===== config.mk =====
export PLATFORM = sky130hd
export DESIGN_NAME = pcdi_core
export DESIGN_NICKNAME = d
export VERILOG_FILES = /design/src/common/pcdi_pkg.sv /design/src/core/pcdi_core.sv
export VERILOG_INCLUDE_DIRS = /design/src /design/src/common
export SDC_FILE = /design/constraint.sdc
export NUM_CORES = 1
export LEC_CHECK = 0
export BUFFER_PORTS_ARGS = -buffer_cell sky130_fd_sc_hd__buf_2
export CAP_MARGIN = 15
export CORE_MARGIN = 2
export CORE_UTILIZATION = 30
export CTS_CLUSTER_SIZE = 8
export DETAILED_ROUTE_END_ITERATION = 7
export GPL_TIMING_DRIVEN = 0
export SETUP_SLACK_MARGIN = 0.2
export SYNTH_ARGS = -nofsm -noshare
export SYNTH_HDL_FRONTEND = slang
export SYNTH_SLANG_ARGS = --single-unit

===== constraint.sdc =====
create_clock -name clock_in -period 4.9 [get_ports clock_in]
set_input_delay 0.49 -clock clock_in [delete_from_list [all_inputs] [get_ports clock_in]]
set_output_delay 0.49 -clock clock_in [all_outputs]
set_load 0.01 [all_outputs]

===== src/common/pcdi_regs.svh =====
// Register offsets, field positions and reset values of the port change detector
`ifndef PCDI_REGS_SVH
`define PCDI_REGS_SVH

// Per-port register block: port n starts at n * PCDI_PORT_STRIDE
`define PCDI_PORT_STRIDE 8'h08
`define PCDI_OFF_RISE 8'h00
`define PCDI_OFF_FALL 8'h01
`define PCDI_OFF_FLAG 8'h02
`define PCDI_OFF_PULLUP 8'h03
`define PCDI_OFF_PULLDOWN 8'h04

// Global registers
`define PCDI_ADDR_PAD_CONFIGURATION 8'h18
`define PCDI_ADDR_PORT_CHANGE_STATUS 8'h19
`define PCDI_ADDR_INTERRUPT_ENABLE 8'h1a

// Field positions
`define PCDI_BIT_CHANGE_DETECT_ENABLE 15
`define PCDI_BIT_PARALLEL_PORT_TTL 0
`define PCDI_BIT_GLOBAL_CHANGE_IE 3

// Reset values
`define PCDI_RESET_PAD_CONFIGURATION 16'h0000
`define PCDI_RESET_PORT_REG 16'h0000

`endif


===== src/common/pcdi_pkg.sv =====
// Types shared by the port change detector
package pcdi_pkg;

    localparam int PCDI_PORTS = 3;

    // Whole state of the detector, registered in one process
    typedef struct packed {
        logic [2:0][15:0] rise_edge_enable;
        logic [2:0][15:0] fall_edge_enable;
        logic [2:0][15:0] pin_change_flag;
        logic [2:0][15:0] weak_pullup_enable;
        logic [2:0][15:0] weak_pulldown_enable;
        logic [2:0][15:0] last_level;
        logic [2:0] port_change_summary;
        logic change_detect_enable;
        logic parallel_port_input_type;
        logic global_change_ie;
        logic change_interrupt;
        logic [15:0] read_data;
    } pcdi_state_t;

endpackage : pcdi_pkg


===== src/core/pcdi_core.sv =====
// Change-of-state detector with sticky pin flags for three 16-bit ports
//
// How it works
// RULE_01: Detect enabled pin changes and raise an interrupt request to the processor.
// RULE_02: Rising-edge enable set: each low-to-high transition records a change event.
// RULE_03: Falling-edge enable set: each high-to-low transition records a change event.
// RULE_04: Both enables set: either edge counts, so one pulse gives two events.
// RULE_05: Detection needs global enable, pad change-detect enable, and interrupt flag clear.
// RULE_06: A change event sets that pin's bit in the port's flag register.
// RULE_07: Pin flags stay set until software writes zero; writing one keeps them.
// RULE_08: Port summary bit sets whenever any pin flag of that port is set.
// RULE_09: Port summary bit clears by itself once all sixteen pin flags clear.
// RULE_10: An edge arriving during a clearing write still leaves its flag set.
// RULE_11: Software clears flags by XOR with all ones, then AND back.
// RULE_12: Software should touch flag registers only in the handler or interrupts off.
// RULE_13: Every pin has individually enabled weak pull-up and weak pull-down controls.
// RULE_14: Software keeps pulls disabled on pins configured as digital outputs.
// RULE_15: Pad configuration bit 15 enables change detection; read/write, resets to 0.
// RULE_16: Pad configuration bit 0 selects TTL (1) or Schmitt (0); resets 0.
// RULE_17: Pad configuration bits 14 down to 1 always read as zero.
// RULE_18: Status register holds read-only summaries at bits 0..2; others read zero.
// RULE_19: Software waits one instruction cycle between port write and port read.
// RULE_20: Interrupt request stands while any summary bit is set and detection enabled.
// RULE_21: Each pin is compared with its previously captured level to find edges.
`timescale 1ns/10ps
`include "pcdi_regs.svh"

module pcdi_core
    import pcdi_pkg::*;
(
    input wire logic clock_in,
    input wire logic reset_in,
    input wire logic [7:0] reg_addr_in,
    input wire logic [15:0] reg_wdata_in,
    input wire logic reg_write_in,
    input wire logic reg_read_in,
    output logic [15:0] reg_rdata_out,
    input wire logic [47:0] pin_level_in,
    input wire logic interrupt_status_flag_in,
    output logic change_interrupt_out,
    output logic [47:0] weak_pullup_out,
    output logic [47:0] weak_pulldown_out,
    output logic parallel_port_input_type_out
);

    pcdi_state_t st;
    pcdi_state_t next_st;

    // Detection gate shared by all ports
    logic detect_gate;
    // Event vectors, kept visible for the checks below
    logic [2:0][15:0] rise_event;
    logic [2:0][15:0] fall_event;
    logic [2:0][15:0] pin_now;
    logic [2:0] flag_wr;

    assign pin_now = pin_level_in;

    // Flags only get set while the whole enable chain is open; writes clear them regardless
    assign detect_gate = st.global_change_ie && st.change_detect_enable
        && !interrupt_status_flag_in; // RULE_05

    // Next-state logic: register writes, edge detection, summaries, request
    always_comb
    begin
        logic [7:0] base;
        logic any_summary;
        next_st = st;
        base = 8'h00;
        any_summary = 1'b0;
        rise_event = '0;
        fall_event = '0;
        flag_wr = '0;
        for (int p = 0; p < PCDI_PORTS; p++)
        begin
            base = 8'(p) * `PCDI_PORT_STRIDE;
            // Edges come from the level captured last cycle, not from a sampled strobe
            rise_event[p] = pin_now[p] & ~st.last_level[p]
                & st.rise_edge_enable[p] & {16{detect_gate}}; // RULE_02 RULE_21
            fall_event[p] = ~pin_now[p] & st.last_level[p]
                & st.fall_edge_enable[p] & {16{detect_gate}}; // RULE_03 RULE_21
            // Last level always tracks the pin so enabling never fakes an edge
            next_st.last_level[p] = pin_now[p]; // RULE_21
            if (reg_write_in && reg_addr_in == base + `PCDI_OFF_RISE)
            begin
                next_st.rise_edge_enable[p] = reg_wdata_in;
            end
            if (reg_write_in && reg_addr_in == base + `PCDI_OFF_FALL)
            begin
                next_st.fall_edge_enable[p] = reg_wdata_in;
            end
            if (reg_write_in && reg_addr_in == base + `PCDI_OFF_PULLUP)
            begin
                next_st.weak_pullup_enable[p] = reg_wdata_in; // RULE_13
            end
            if (reg_write_in && reg_addr_in == base + `PCDI_OFF_PULLDOWN)
            begin
                next_st.weak_pulldown_enable[p] = reg_wdata_in; // RULE_13
            end
            flag_wr[p] = reg_write_in && reg_addr_in == base + `PCDI_OFF_FLAG;
            // Writing zero clears, writing one keeps; a new edge beats the clear
            if (flag_wr[p])
            begin
                next_st.pin_change_flag[p] = st.pin_change_flag[p] & reg_wdata_in; // RULE_07
            end
            next_st.pin_change_flag[p] = next_st.pin_change_flag[p]
                | rise_event[p] | fall_event[p]; // RULE_06 RULE_04 RULE_10
            // Summary follows the flags, set and cleared by hardware only
            next_st.port_change_summary[p] = |next_st.pin_change_flag[p]; // RULE_08 RULE_09
            any_summary = any_summary | next_st.port_change_summary[p];
        end

        // Global registers
        if (reg_write_in && reg_addr_in == `PCDI_ADDR_PAD_CONFIGURATION)
        begin
            next_st.change_detect_enable =
                reg_wdata_in[`PCDI_BIT_CHANGE_DETECT_ENABLE]; // RULE_15
            next_st.parallel_port_input_type =
                reg_wdata_in[`PCDI_BIT_PARALLEL_PORT_TTL]; // RULE_16
        end
        if (reg_write_in && reg_addr_in == `PCDI_ADDR_INTERRUPT_ENABLE)
        begin
            next_st.global_change_ie = reg_wdata_in[`PCDI_BIT_GLOBAL_CHANGE_IE];
        end

        // Request uses the freshly computed enables so it drops with them
        next_st.change_interrupt = any_summary && next_st.change_detect_enable
            && next_st.global_change_ie; // RULE_20 RULE_01

        // Read data stands only in the cycle after the read strobe
        next_st.read_data = 16'h0000;
        if (reg_read_in)
        begin
            for (int p = 0; p < PCDI_PORTS; p++)
            begin
                base = 8'(p) * `PCDI_PORT_STRIDE;
                if (reg_addr_in == base + `PCDI_OFF_RISE)
                begin
                    next_st.read_data = st.rise_edge_enable[p];
                end
                if (reg_addr_in == base + `PCDI_OFF_FALL)
                begin
                    next_st.read_data = st.fall_edge_enable[p];
                end
                if (reg_addr_in == base + `PCDI_OFF_FLAG)
                begin
                    next_st.read_data = st.pin_change_flag[p];
                end
                if (reg_addr_in == base + `PCDI_OFF_PULLUP)
                begin
                    next_st.read_data = st.weak_pullup_enable[p];
                end
                if (reg_addr_in == base + `PCDI_OFF_PULLDOWN)
                begin
                    next_st.read_data = st.weak_pulldown_enable[p];
                end
            end
            case (reg_addr_in)
                `PCDI_ADDR_PAD_CONFIGURATION:
                begin
                    // Middle bits are unimplemented and stay zero
                    next_st.read_data[`PCDI_BIT_CHANGE_DETECT_ENABLE] =
                        st.change_detect_enable; // RULE_17
                    next_st.read_data[`PCDI_BIT_PARALLEL_PORT_TTL] =
                        st.parallel_port_input_type;
                end
                `PCDI_ADDR_PORT_CHANGE_STATUS:
                begin
                    next_st.read_data[2:0] = st.port_change_summary; // RULE_18
                end
                `PCDI_ADDR_INTERRUPT_ENABLE:
                begin
                    next_st.read_data[`PCDI_BIT_GLOBAL_CHANGE_IE] = st.global_change_ie;
                end
                default:
                begin
                    // Unmapped and per-port addresses keep what the loop chose
                end
            endcase
        end
    end

    // State register; synchronous reset loads the documented zeros
    always_ff @(posedge clock_in)
    begin
        if (reset_in)
        begin
            st <= '0;
        end
        else
        begin
            st <= next_st;
        end
    end

    // Outputs straight from the state flops
    assign reg_rdata_out = st.read_data;
    assign change_interrupt_out = st.change_interrupt;
    assign weak_pullup_out = st.weak_pullup_enable;
    assign weak_pulldown_out = st.weak_pulldown_enable;
    assign parallel_port_input_type_out = st.parallel_port_input_type;
endmodule : pcdi_core


=== Word level (Yosys, flattened, before mapping) ===
Cells that the tools add are included.

* Bits of input ports: 77
* Output and inout bits: 114
* Register bits: 311

* Equality and inequality tests: 17
* Bitwise operators: 36
* Mux-type cells: 24
* Reduce and logical (&&, ||, !) cells: 27

{| class="wikitable"
|+ Operators by type and width
! kind !! number
|-
| 16-bit bitwise AND || 21
|-
| 16-bit 2-to-1 mux || 18
|-
| 16-bit NOT || 6
|-
| 16-bit OR || 6
|-
| 8-bit by 5-bit == test with 1-bit output, second input constant || 8
|-
| 16-bit OR reduction || 3
|-
| 8-bit by 4-bit == test with 1-bit output, second input constant || 5
|-
| 1-bit logical AND || 21
|-
| 8-bit by 2-bit == test with 1-bit output, second input constant || 2
|-
| 8-bit by 1-bit == test with 1-bit output, second input constant || 1
|-
| 8-bit by 3-bit == test with 1-bit output, second input constant || 1
|-
| 8-bit zero test || 1
|-
| 2-bit 2-to-1 mux || 2
|-
| 1-bit 2-to-1 mux || 3
|-
| 1-bit OR || 2
|-
| 1-bit one-hot mux with 2 select lines || 1
|-
| 2-bit OR reduction || 1
|-
| 1-bit zero test || 1
|-
| 1-bit NOT || 1
|}

=== Depth between registers and ports, before layout ===
* Depth in word-level cells: 17
* Mapped depth: 10
* Gate-level depth less buffers: 7

=== Worst setup path before layout ===
No wires, ideal clock.

* Path kind: in2reg
* From: in reg_addr_in[7]
* To: reg st, in the netlist change_interrupt_out
* Path slack: 2.482 ns
* Path buffers: 2
* Setup time: 0.137 ns
* Stages on the path: 9
* Arrival time: 2.281 ns
* Cells stage by stage: or4_1 -> buf_4 -> nor3_4 -> buf_6 -> nand2_1 -> a22oi_1 -> nand4_1 -> nor4_2 -> a31oi_1

* Cells in the longest elaborated chain, start to end: 10

{| class="wikitable"
|+ RTL lines
! element !! line !! text
|-
| start: declaration || pcdi_core.sv:33 || <nowiki>input wire logic [7:0] reg_addr_in,</nowiki>
|-
| 8-bit by 2-bit == test with 1-bit output (no source line) / 8-bit by 4-bit == test with 1-bit output (equally long branches) || - ||
|-
| 1-bit logical AND (no source line) || - ||
|-
| 16-bit 2-to-1 mux || pcdi_core.sv:102 || <nowiki>if (flag_wr[p])</nowiki>
|-
| 16-bit OR (2 in series) || pcdi_core.sv:107 || <nowiki>| rise_event[p] | fall_event[p];</nowiki>
|-
| 16-bit OR reduction || pcdi_core.sv:109 || <nowiki>next_st.port_change_summary[p] = |next_st.pin_change_flag[p];</nowiki>
|-
| 1-bit OR (2 in series) || pcdi_core.sv:110 || <nowiki>any_summary = any_summary | next_st.port_change_summary[p];</nowiki>
|-
| 1-bit logical AND || pcdi_core.sv:127 || <nowiki>next_st.change_interrupt = any_summary && next_st.change_detect_enable</nowiki>
|-
| 1-bit logical AND (*) || pcdi_core.sv:128 || <nowiki>&& next_st.global_change_ie;</nowiki>
|-
| end signal: assignment || pcdi_core.sv:192 || <nowiki>st <= next_st;</nowiki>
|-
| end: declaration || pcdi_core.sv:46 || <nowiki>pcdi_state_t st;</nowiki>
|}

Every way passes the cells marked *; elsewhere a longest branch is shown, timed or not.
A chain may end at the register's enable or synchronous reset.

=== Worst setup path after layout ===
* From: in reg_addr_in[1]
* To: reg st, in the netlist reg_rdata_out[7]

* Cells in the longest elaborated chain, start to end: 16

{| class="wikitable"
|+ RTL lines
! element !! line !! text
|-
| 8-bit zero test (no source line) || - ||
|-
| 16-bit 2-to-1 mux || pcdi_core.sv:137 || <nowiki>if (reg_addr_in == base + `PCDI_OFF_RISE)</nowiki>
|-
| 16-bit 2-to-1 mux || pcdi_core.sv:141 || <nowiki>if (reg_addr_in == base + `PCDI_OFF_FALL)</nowiki>
|-
| 16-bit 2-to-1 mux || pcdi_core.sv:145 || <nowiki>if (reg_addr_in == base + `PCDI_OFF_FLAG)</nowiki>
|-
| 16-bit 2-to-1 mux || pcdi_core.sv:149 || <nowiki>if (reg_addr_in == base + `PCDI_OFF_PULLUP)</nowiki>
|-
| 16-bit 2-to-1 mux || pcdi_core.sv:153 || <nowiki>if (reg_addr_in == base + `PCDI_OFF_PULLDOWN)</nowiki>
|-
| 16-bit 2-to-1 mux || pcdi_core.sv:137 ||
|-
| 16-bit 2-to-1 mux || pcdi_core.sv:141 ||
|-
| 16-bit 2-to-1 mux || pcdi_core.sv:145 ||
|-
| 16-bit 2-to-1 mux || pcdi_core.sv:149 ||
|-
| 16-bit 2-to-1 mux || pcdi_core.sv:153 ||
|-
| 16-bit 2-to-1 mux || pcdi_core.sv:137 ||
|-
| 16-bit 2-to-1 mux || pcdi_core.sv:141 ||
|-
| 16-bit 2-to-1 mux || pcdi_core.sv:145 ||
|-
| 16-bit 2-to-1 mux || pcdi_core.sv:149 ||
|-
| 16-bit 2-to-1 mux (*) || pcdi_core.sv:153 ||
|}

Marks and branches as above.

==> results.md <==
- Core box area: 48,600 µm²
- R2R setup slack: 1450 ps
- Fillers: 5,076
- CTS Buffer Depth: 3
- Final WS setup: 1230 ps
- Via/cell ratio: 5.56
- Max H-tree Level: 2
- Max FO, Critical Path: 10
- Data required, critical path: 5320 ps
- Primary FF master, synth: dfxtp_1
- Peak VDD IR: 224 µV
- Initial DRC count: 1,621
- Post-Syn Nets: 1,834
- Dpl ws: 781 ps
- Vias in the first global route: 13.7k
- Util after Layout: 36.1%
- CTS Buf Count: 45
- RSZ-0062 raised after global routing: no
- Hold Crit Class: primary input to flip-flop
- Ys async rst share: 0%
- Family with the most delay on the worst path: buffers and inverters
- Status: completed
- Slew @ Worst Pin: 1170 ps
- Via count: 14.6k
- Antenna-violating nets left: 0
- Synth cell types: 58
- CP max stage cell: clkbuf_1
- DIE AREA: 50,700 µm²
- CP arrival: 4090 ps
- Final hold vios: 0
- Cells after Synth: 1,757
- Gr busiest metal: met2
- Worst Skew: 18.4 ps
- Grt ovf: 0
- DPL Wire Length: 50,200 µm
- # resized after CTS: 0
- CP Buf/Inv Count: 6
- Setup Fix Bufs, Post-CTS: 0
- Crit end category: flip-flop
- Post-route DRC violation count: 0
- Sequential area share after synthesis: 42.4%
- Final Power: 5700 µW
- Crit path largest cell delay: 690 ps
- Met2 Resource Use GR: 40.5%
- Starting Density: 30.2%
- Post-CTS Hold Fix Bufs: 0
- Max_slew headroom: 22.0%
- Die span in x: 225 µm
- Critical path class: primary input to flip-flop
- Crit path cell chain: buf_2 > buf_2 > buf_2 > buf_2 > buf_1 > clkbuf_1 > a21oi_1 > o22ai_1 > a31oi_1
- CTS tree: built
- Final wirelength: 66,500 µm
- Max Clock Freq: 273 MHz
- Row Count: 81
- LEAKAGE: 0.00713 µW
- Nets@finish: 2,067
- Die Y: 225 µm
- I/O pins: 191
- Routability congestion estimate: 0.989
- Post-synth EDFFs: 0
- Max Slew Vio Count: 0
- DR pass1 iterations: 7
- First-pass GRT wire length: 93,600 µm
- GR met3 Demand/Resource: 3.98%
- Final setup viols: 0
- Layout area overhead: 19.7%
- Setup tns final: 0 ps
- Drt wl/cell: 25.4 µm
- Largest net degree at the start of global routing: 13
- Synth warnings: 0
- Clk sinks: 311
- Final hold slack: 149 ps
- Critical Path Start Type: primary input
- Clk_lat worst skew: 590 ps
- CP most frequent cell: buf_2
- GR Util met1: 33.4%
- Max-cap check violation count: 0
- Minimum clock period: 3670 ps
- Antenna violations before repair: 2
- Total track usage: 25.6%
- Cell Area, Synth: 14,700 µm²
- Final Cycle Share: 74.8%
- Mean Syn Cell Area: 8.35 µm²
- Layout cells sized above 1: 20.5%
- Clock-pin slew on the worst setup and hold paths: 50 ps
- Power Density: 324 nW/µm²
- Synth Register Bits: 311
- Port bufs: 186
- CTS root buffer: clkbuf_16
registers in the layout, indices dropped and copies added, names as in the netlist:
register	flops
change_interrupt_out	1
parallel_port_input_type_out	1
reg_rdata_out	16
st	197
weak_pulldown_out	48
weak_pullup_out	48
power by group:
| part | switching (µW) | internal [µW] |
|---|---|---|
| Sequential | 12.5 | 2560 |
| Combinational | 267 | 84.5 |
| Clock | 1160 | 1620 |
stage by stage:
stage	area [µm²]	cells
global route	17600	2617
CTS	17600	2616
floorplan	14700	1757
finish	17600	2618
detailed placement	16400	2565
global placement	16400	2565
metal layers:
layer,vias to the layer above,wire length (µm)
met1,7119,27500
met5,-,11
met3,191,5340
li1,6461,-
met2,785,30100
met4,2,3520
logic make-up (layout without fill, tap and decap cells):
logic type	after synthesis	in the layout	share of synthesized area (%)
AOI/OAI and AO/OA	364	364	15.2
DFF	311	311	42.4
muxes	140	140	10.7
other	0	2	0
buffers and inverters	247	484	9.58
and+or+nand+nor	695	695	22.1
final timing paths:
kind / cells after the start / endpoint / start
setup / recovery: 9 / reg_rdata_out[7] / reg_addr_in[1]
hold / removal: 2 / st[58] / pin_level_in[35]
setup reg to reg: 8 / change_interrupt_out / st[17]
hold reg to reg: 2 / st[261] / st[261]
area by class of cell:
| type | count | area (µm²) | share of cell area, % |
|---|---|---|---|
| Inverter | 6 | 22.5 | 0.128 |
| Multi-Input combinational cell | 1199 | 7040 | 40.1 |
| Sequential cell | 311 | 6230 | 35.4 |
| Tap cell | 622 | 778 | 4.43 |
| Clock inverter | 5 | 53.8 | 0.306 |
| Timing Repair Buffer | 186 | 931 | 5.30 |
| Buffer | 241 | 1380 | 7.87 |
| Antenna cell | 2 | 5.00 | 0.0285 |
| Clock buffer | 46 | 1130 | 6.43 |
synthesized netlist by cell type (2+ instances only):
cell	count	share of area (%)
buf_2	23	0.78
buf_4	118	6.0
and2_1	2	0.085
mux2i_1	118	8.0
dfxtp_1	311	42
mux2_1	6	0.46
nand4_1	13	0.55
o211ai_1	9	0.46
and3_1	4	0.17
a22o_1	5	0.30
o32ai_1	6	0.36
o21ai_0	66	2.3
o22a_1	4	0.24
inv_1	4	0.10
a2bb2oi_1	6	0.36
a31o_1	2	0.12
nor4_1	6	0.26
nor3_1	4	0.14
a222oi_1	5	0.34
nand3b_1	49	2.5
a21oi_1	139	4.7
o31a_1	5	0.30
nand2_1	264	6.8
a221o_1	5	0.34
a211oi_1	7	0.36
mux2_2	4	0.31
o22ai_1	15	0.64
nand3_2	3	0.20
a22oi_1	55	2.8
nor3_4	3	0.33
mux4_2	12	1.8
a221oi_1	5	0.30
nand2b_1	3	0.13
nand3_1	74	2.5
buf_1	3	0.077
o221ai_1	4	0.24
a31oi_1	10	0.43
or3_1	3	0.13
o21ai_1	12	0.41
nor2b_1	60	2.6
clkbuf_1	96	2.5
nor2_1	198	5.1
cell usage in the layout (no fill, tap or decap), drive strengths merged, types with 2 or more instances in the layout:
cell type,instances
a221o,5
nor2,199
a22oi,55
diode,2
o211ai,9
mux2i,118
a31o,2
nand3b,49
o221ai,4
nand2b,3
and2,2
inv,6
nor3,8
nand4,13
dfxtp,311
nand2,264
a211oi,7
or3,3
a31oi,10
a221oi,5
a2bb2oi,6
o21ai,78
a21oi,139
mux2,10
a22o,5
a222oi,5
and3,4
nand3,77
nor2b,60
o22a,4
nor4,8
o32ai,6
mux4,12
buf,331
clkinv,4
o22ai,15
o31a,5
clkbuf,142
worst reg2reg max path: stages, from the launching register on:
cell	delay (ps)
dfxtp_1	380
nand2_1	80
nor2_1	150
clkbuf_1	720
clkbuf_1	860
a22oi_1	420
nand4_1	310
nor4_2	110
a31oi_1	300
(Power assumes the default switching activity.)
